[src/verilog/ptbd_pkg.sv]
package ptbd_pkg;

  // ----------------------------------------------------------------
  // Word fields
  // ----------------------------------------------------------------
  localparam int PTBD_RED_HI = 63;
  localparam int PTBD_RDELTA_HI = 58;
  localparam int PTBD_GRN_HI = 55;
  localparam int PTBD_GDELTA_HI = 50;
  localparam int PTBD_BLU_HI = 47;
  localparam int PTBD_BDELTA_HI = 42;
  localparam int PTBD_LUT1_HI = 39;
  localparam int PTBD_LUT2_HI = 36;
  localparam int PTBD_SOLID_BIT = 33;
  localparam int PTBD_SPLIT_BIT = 32;
  localparam int PTBD_MSB_BASE = 16;
  localparam int PTBD_LSB_BASE = 0;
  localparam int PTBD_PIXELS = 16;
  localparam int PTBD_SIDE = 4;
  localparam int PTBD_HALF = 2;

  // ----------------------------------------------------------------
  // Value limits
  // ----------------------------------------------------------------
  localparam logic signed [6:0] PTBD_CODE_MIN = 7'sh00;
  localparam logic signed [6:0] PTBD_CODE_MAX = 7'sh1F;
  localparam logic signed [9:0] PTBD_CH_MAX = 10'sh0FF;
  localparam logic [7:0] PTBD_ALPHA_ON = 8'hFF;
  localparam logic [7:0] PTBD_ZERO8 = 8'h00;
  localparam logic [1:0] PTBD_IDX_HOLE = 2'h2;

  // ----------------------------------------------------------------
  // Modifier magnitudes, small and large, per table code
  // ----------------------------------------------------------------
  localparam logic [7:0] PTBD_SMALL [8] = '{8'h02, 8'h05, 8'h09, 8'h0D,
                                             8'h12, 8'h18, 8'h21, 8'h2F};
  localparam logic [7:0] PTBD_LARGE [8] = '{8'h08, 8'h11, 8'h1D, 8'h2A,
                                             8'h3C, 8'h50, 8'h6A, 8'hB7};

  typedef enum logic [3:0] {
    PTBD_MODE_T = 4'h1,
    PTBD_MODE_H = 4'h2,
    PTBD_MODE_PLANAR = 4'h4,
    PTBD_MODE_DIFF = 4'h8
  } ptbd_mode_t;

  typedef struct packed {
    logic [7:0] red;
    logic [7:0] green;
    logic [7:0] blue;
    logic [7:0] alpha;
  } ptbd_texel_t;

  typedef struct packed {
    logic [7:0] red;
    logic [7:0] green;
    logic [7:0] blue;
  } ptbd_rgb_t;

  // Widen a five-bit code to eight bits by replicating its top bits
  function automatic logic [7:0] ptbd_widen_five_to_eight(input logic [4:0] c);
    return {c, c[4:2]};
  endfunction

endpackage

[src/verilog/ptbd_decoder.sv]
// How it works
// One 64-bit word in, RGBA for all sixteen pixels out.
// Colour codes at 63-59, 55-51, 47-43 are unsigned 0..31.
// Delta codes at 58-56, 50-48, 42-40 are signed -4..+3.
// Red sum outside 0..31 selects T mode.
// Else green sum outside 0..31 selects H mode.
// Else blue sum outside 0..31 selects planar mode.
// All sums in range selects differential mode.
// Bit 32 clear: side-by-side halves; set: stacked halves.
// First base colour widens each code, copying top three bits below.
// Second base colour widens code plus delta the same way.
// Bits 39-37 and 36-34 are the two subblock table codes.
// Table code picks one of eight tables, set chosen by bit 33.
// Modifier tables are fixed constants inside the decoder.
// Magnitudes 2/8 through 47/183; small ones zero when bit 33 clear.
// Index MSB from upper half-word, LSB from lower half-word.
// Index bit positions do not depend on the partition bit.
// Bit 33 chooses between the two index mappings.
// 11 minus large, 01 plus large, 10/00 small or zero.
// Modifier is added to all three base channels.
// Each channel sum clamps to 0..255.
// Bit 33 clear and index 10, or a non-differential mode, gives all zero; else alpha 255.
// First memory byte is bits 63-56; mode is flagged for other handlers.
`timescale 1ns/10ps
module ptbd_decoder
  import ptbd_pkg::*;
(
  input wire logic clk_sys_i,
  input wire logic reset_i,
  input wire logic enable_i,
  input wire logic word_valid_i,
  input wire logic [63:0] word_i,
  output logic ready_o,
  output logic texels_valid_o,
  output ptbd_mode_t mode_o,
  output logic diff_mode_o,
  output ptbd_texel_t [15:0] texels_o
);

  ptbd_mode_t sel_mode;
  ptbd_rgb_t first_base;
  ptbd_rgb_t second_base;
  ptbd_texel_t [15:0] calc;
  logic solid_alpha_flag;
  logic split_orientation_bit;
  logic [2:0] first_subblock_lut_code;
  logic [2:0] second_subblock_lut_code;

  logic valid_q;
  logic next_valid;
  ptbd_mode_t mode_q;
  ptbd_mode_t next_mode;
  ptbd_texel_t [15:0] texels_q;
  ptbd_texel_t [15:0] next_texels;

  // ----------------------------------------------------------------
  // Field extraction
  // ----------------------------------------------------------------
  assign solid_alpha_flag = word_i[PTBD_SOLID_BIT];
  assign split_orientation_bit = word_i[PTBD_SPLIT_BIT];
  assign first_subblock_lut_code = word_i[PTBD_LUT1_HI -: 3];
  assign second_subblock_lut_code = word_i[PTBD_LUT2_HI -: 3];
  assign first_base.red = ptbd_widen_five_to_eight(word_i[PTBD_RED_HI -: 5]);
  assign first_base.green = ptbd_widen_five_to_eight(word_i[PTBD_GRN_HI -: 5]);
  assign first_base.blue = ptbd_widen_five_to_eight(word_i[PTBD_BLU_HI -: 5]);

  ptbd_mode_sel u_mode_sel (
    .word_i(word_i),
    .mode_o(sel_mode),
    .second_code_o(second_base)
  );

  // ----------------------------------------------------------------
  // Per-pixel decode; pixel p sits at column p/4, row p%4
  // ----------------------------------------------------------------
  for (genvar p = 0; p < PTBD_PIXELS; p++) begin : g_pix
    logic second_half;
    logic [1:0] index;
    localparam int COL = p / PTBD_SIDE;
    localparam int ROW = p % PTBD_SIDE;
    assign index = {word_i[PTBD_MSB_BASE + p], word_i[PTBD_LSB_BASE + p]}; // see
    assign second_half = split_orientation_bit ? (ROW >= PTBD_HALF)
                                               : (COL >= PTBD_HALF);
    ptbd_texel u_texel (
      .base_i(second_half ? second_base : first_base),
      .lut_code_i(second_half ? second_subblock_lut_code
                              : first_subblock_lut_code), // see
      .index_i(index),
      .solid_alpha_flag_i(solid_alpha_flag),
      .texel_o(calc[p])
    );
  end

  // ----------------------------------------------------------------
  // Output register
  // ----------------------------------------------------------------
  always_comb begin
    next_valid = valid_q;
    next_mode = mode_q;
    next_texels = texels_q;
    if (word_valid_i) begin
      next_valid = 1'b1;
      next_mode = sel_mode;
      next_texels = (sel_mode == PTBD_MODE_DIFF) ? calc : '0;
    end else begin
      next_valid = 1'b0;
    end
  end

  always_ff @(posedge clk_sys_i or posedge reset_i) begin
    if (reset_i) begin
      valid_q <= 1'b0;
      mode_q <= PTBD_MODE_DIFF;
      texels_q <= '0;
    end else if (enable_i) begin
      valid_q <= next_valid;
      mode_q <= next_mode;
      texels_q <= next_texels;
    end
  end

  assign ready_o = enable_i;
  assign texels_valid_o = valid_q;
  assign mode_o = mode_q;
  assign diff_mode_o = (mode_q == PTBD_MODE_DIFF);
  assign texels_o = texels_q;
endmodule

[src/verilog/ptbd_mode_sel.sv]
`timescale 1ns/10ps
module ptbd_mode_sel
  import ptbd_pkg::*;
(
  input wire logic [63:0] word_i,
  output ptbd_mode_t mode_o,
  output ptbd_rgb_t second_code_o
);

  logic signed [6:0] red_sum;
  logic signed [6:0] green_sum;
  logic signed [6:0] blue_sum;

  function automatic logic signed [6:0] code_sum(input logic [4:0] c, input logic [2:0] d);
    return $signed({2'h0, c}) + $signed({{4{d[2]}}, d});
  endfunction

  function automatic logic out_of_range(input logic signed [6:0] s);
    return (s < PTBD_CODE_MIN) || (s > PTBD_CODE_MAX);
  endfunction

  // ----------------------------------------------------------------
  // Mode selection
  // ----------------------------------------------------------------
  always_comb begin
    red_sum = code_sum(word_i[PTBD_RED_HI -: 5], word_i[PTBD_RDELTA_HI -: 3]); // see
    green_sum = code_sum(word_i[PTBD_GRN_HI -: 5], word_i[PTBD_GDELTA_HI -: 3]);
    blue_sum = code_sum(word_i[PTBD_BLU_HI -: 5], word_i[PTBD_BDELTA_HI -: 3]);
    if (out_of_range(red_sum)) begin
      mode_o = PTBD_MODE_T;
    end else if (out_of_range(green_sum)) begin
      mode_o = PTBD_MODE_H;
    end else if (out_of_range(blue_sum)) begin
      mode_o = PTBD_MODE_PLANAR;
    end else begin
      mode_o = PTBD_MODE_DIFF;
    end
    second_code_o.red = ptbd_widen_five_to_eight(red_sum[4:0]);
    second_code_o.green = ptbd_widen_five_to_eight(green_sum[4:0]);
    second_code_o.blue = ptbd_widen_five_to_eight(blue_sum[4:0]);
  end

endmodule

[src/verilog/ptbd_texel.sv]
`timescale 1ns/10ps
module ptbd_texel
  import ptbd_pkg::*;
(
  input ptbd_rgb_t base_i,
  input wire logic [2:0] lut_code_i,
  input wire logic [1:0] index_i,
  input wire logic solid_alpha_flag_i,
  output ptbd_texel_t texel_o
);

  logic signed [9:0] modifier;
  logic hole;

  function automatic logic [7:0] clamp_add(input logic [7:0] b, input logic signed [9:0] m);
    logic signed [9:0] s;
    s = $signed({2'h0, b}) + m;
    if (s < 0) begin
      return PTBD_ZERO8;
    end
    if (s > PTBD_CH_MAX) begin
      return PTBD_ALPHA_ON;
    end
    return s[7:0];
  endfunction

  // ----------------------------------------------------------------
  // Modifier pick and colour
  // ----------------------------------------------------------------
  always_comb begin
    hole = !solid_alpha_flag_i && (index_i == PTBD_IDX_HOLE);
    unique case (index_i)
      2'h3: modifier = -$signed({2'h0, PTBD_LARGE[lut_code_i]});
      2'h1: modifier = $signed({2'h0, PTBD_LARGE[lut_code_i]});
      2'h2: modifier = solid_alpha_flag_i ? -$signed({2'h0, PTBD_SMALL[lut_code_i]})
                                          : 10'sh000; // see
      2'h0: modifier = solid_alpha_flag_i ? $signed({2'h0, PTBD_SMALL[lut_code_i]})
                                          : 10'sh000;
    endcase
    if (hole) begin
      texel_o = '0;
    end else begin
      texel_o.red = clamp_add(base_i.red, modifier); // see
      texel_o.green = clamp_add(base_i.green, modifier);
      texel_o.blue = clamp_add(base_i.blue, modifier);
      texel_o.alpha = PTBD_ALPHA_ON;
    end
  end

endmodule

[config.mk]
export PLATFORM = sky130hd
export DESIGN_NAME = ptbd_decoder
export DESIGN_NICKNAME = d
export VERILOG_FILES = /design/src/verilog/ptbd_pkg.sv /design/src/verilog/ptbd_decoder.sv /design/src/verilog/ptbd_mode_sel.sv /design/src/verilog/ptbd_texel.sv
export SDC_FILE = /design/constraint.sdc
export NUM_CORES = 2
export LEC_CHECK = 0
export BUFFER_PORTS_ARGS = -buffer_cell sky130_fd_sc_hd__buf_2
export CAP_MARGIN = 40
export CORE_UTILIZATION = 25
export DETAILED_ROUTE_END_ITERATION = 6
export HOLD_SLACK_MARGIN = 0.03
export PLACE_DENSITY_LB_ADDON = 0.1
export SETUP_SLACK_MARGIN = 0.1
export SYNTH_ARGS = -nofsm -noshare
export SYNTH_HDL_FRONTEND = slang
export SYNTH_SLANG_ARGS = --single-unit
[constraint.sdc]
create_clock -name clk_sys_i -period 18 [get_ports clk_sys_i]
set_clock_uncertainty 0.05 [all_clocks]
set_input_delay 3.6 -clock clk_sys_i [delete_from_list [all_inputs] [get_ports clk_sys_i]]
set_output_delay 3.6 -clock clk_sys_i [all_outputs]
set_load 0.01 [all_outputs]
==> results.yml <==
setup_path:
  crit_path_end_kind: "register"
  cp.arrival_ps: 9300
  reg2regPathDepth: 1
  cpPeakStageDelay_ps: 700
  path_buf_inv: 2
  critPathLaunch: "word_i[32]"
  crit_chain: "buf_4, mux2i_4, inv_1, ha_1, mux2i_1, mux2i_1, nor2_1, a21boi_0, mux2_2, a221oi_1, ha_1, o21ai_0, o21ai_0, a2111oi_0, nor3b_1, o21ai_1, o21ai_0"
  timing.rr.start: "texels_o[70]"
  worstPathRequired_ps: 18460
  cpMostUsedCell: "o21ai_0"
  cp.depth: 17
  crit_fanout: 62
  startpoint_type: "input pin"
  crit_type: "in2reg"
  slowest_stage: "a2111oi_0"
  crit_family: "compound AO/OA/AOI/OAI gates"
layout:
  multi_input_area_um2: 27500
  finalNonFillerCells: 7465
  final_nets: 5902
  final_util: 0.294
  syn_to_final_growth_pct: 16.5
  regArea_um2: 10100
  fillerInstances: 17066
  drive_above_1_share: 0.165
logic_synthesis:
  yosys_most_used_dff: "dfrtp_1"
  ys_types: 93
  synth_common_cells: "o21ai_0 (705), nand2_1 (664), nor2_1 (584)"
  synth.area.top_cells: "dfrtp_1 (26%), ha_1 (14%), o21ai_0 (8.9%)"
  synth-seq-area-share: 0.257
  yosysMostFrequentCell: "o21ai_0"
  synth.largest_area_cell: "dfrtp_1"
  netlist_instances: 4900
  synthesis.area_um2: 39400
  synthesis.nets: 5445
  netlist.area_leader.share: 0.256
  ys_warn_count: 0
  synthArstFlopShare: 1.00
  syn_avg_cell_area_um2: 8.05
  synth_edf_count: 0
  ys_ff_latch: 405
place:
  dpl.cell_count: 7355
  io_buffers: 586
  dp_hpwl_mm: 133
  gp_congestion: 0.875
  dp_slack_ps: 8600
drt:
  antenna_left: 0
  wl_per_cell_um: 23.0
  first_pass_iters: 5
  viasPerCell: 5.08
  wirelength_mm: 172
  via_count: 37954
  drc_errors: 0
  first_iter_violations: 2369
clock_network:
  clk_pin_slew_worst_paths_ps: 60
  cts-htree-levels: 2
  cts_buffers: 56
  cts_sinks: 405
  cts_buffer_depth: 3
  cts_root_buf: "clkbuf_16"
  post-cts-setup-buffers: 0
  hold_buffers: 0
  ctsResizeCount: 0
  cts_tree: "built"
  clk_latency_ps: 660
global_routing:
  grtUsageTotal: 0.210
  grt_pass1_vias: 36816
  antenna_found_initial: 31
  grt_pass1_wl_mm: 250
  grt_overflow: 0
  grt_max_degree: 112
timing:
  max_slew_margin: 0.356
  drv_slew: 0
  setup_viol: 0
  fin_crit_ps: 8850
  fin_ws_ps: 9150
  fmax_mhz: 113
  finalSetupTns_ps: 0
  rsz0062_at_grt: "false"
  hold_violations: 0
  fin_crit_sh: 0.491
  tightest_slew_ps: 961
floorplan:
  core-area_um2: 156000
  ioPinCount: 587
  chipHeight_um: 399
  initial_core_util: 0.252
  rows: 145
  die_area_um2: 159000
  die_w_um: 399
run:
  max_cap_violations: 0
hold_path:
  hp-start: "texels_o[473]"
  min_path_cells: 2
  hold_path.class: "reg2reg"
power_and_ir_drop:
  p_total_mw: 4.23
  powerDensity_nw_per_um2: 92.0
  ir_drop_mv: 0.0734
  p_leak_nw: 21.9
outcome:
  status: "finished, final reports clean"
==> cells by family after synthesis <==
logic type                 synth area share
muxes                                0.0358
adders and majority gates             0.161
xor gates and xnor gates             0.0631
buffers and inverters                0.0487
DFF                                   0.257
AOI/OAI and AO/OA                     0.253
and+or+nand+nor                       0.181
==> per-layer routing <==
metal  vias to the layer above  share of wire  global-route usage
met2                      1054           0.46               0.344
met1                     18226           0.46               0.286
li1                      18437              -                   -
met4                        22          0.024              0.0458
met3                       215          0.058              0.0358
met5                         -        0.00083                   0
==> cell type report <==
cell class | instances | area share
diodes | 8 | 0.000436
clock buffers | 81 | 0.0348
clock inverters | 19 | 0.00335
inverters | 120 | 0.00997
multi-input cells | 4117 | 0.598
flip-flops and latches | 405 | 0.221
well taps | 2058 | 0.0561
repair buffers | 657 | 0.0772
==> layout by cell type (no fill, tap or decap), types with 91 or more instances in the layout <==
master / Yosys / routed
nor2_1: 584 / 584
xnor2_1: 194 / 188
ha_1: 426 / 426
dfrtp_1: 404 / 404
a21oi_1: 337 / 337
a21o_1: 107 / 107
o21ai_0: 705 / 702
a211oi_1: 91 / 91
nor3_1: 133 / 133
nand2_1: 664 / 663
buf_2: 11 / 596
inv_1: 111 / 110
==> flip-flops by register name (all words and copies together) (netlist names) <==
name / flops
mode_o: 4
texels_valid_o: 1
texels_o: 400
==> where the power goes <==
part	internal, mW	switching [mW]	leakage, nW
registers	0.949	0.0348	5.62
logic	0.808	1.33	15.5
clock network	0.627	0.482	0.843
==> metrics by stage <==
stage,instance area [um^2],hold slack [ps]
6_report,45900,422
5_1_grt,45900,439
4_1_cts,45900,428
3_5_place_dp,44200,415
3_3_place_gp,43900,408
2_1_floorplan,39400,418
==> final timing paths <==
check                           endpoint  slack, ps
max reg2reg                 texels_o[70]      17040
min                        texels_o[473]        420
max                        texels_o[445]       9150
min in group asynchronous  texels_o[188]       2970
min reg2reg                texels_o[473]        420
max in group asynchronous  texels_o[395]      12930
(Power assumes the default switching activity.)
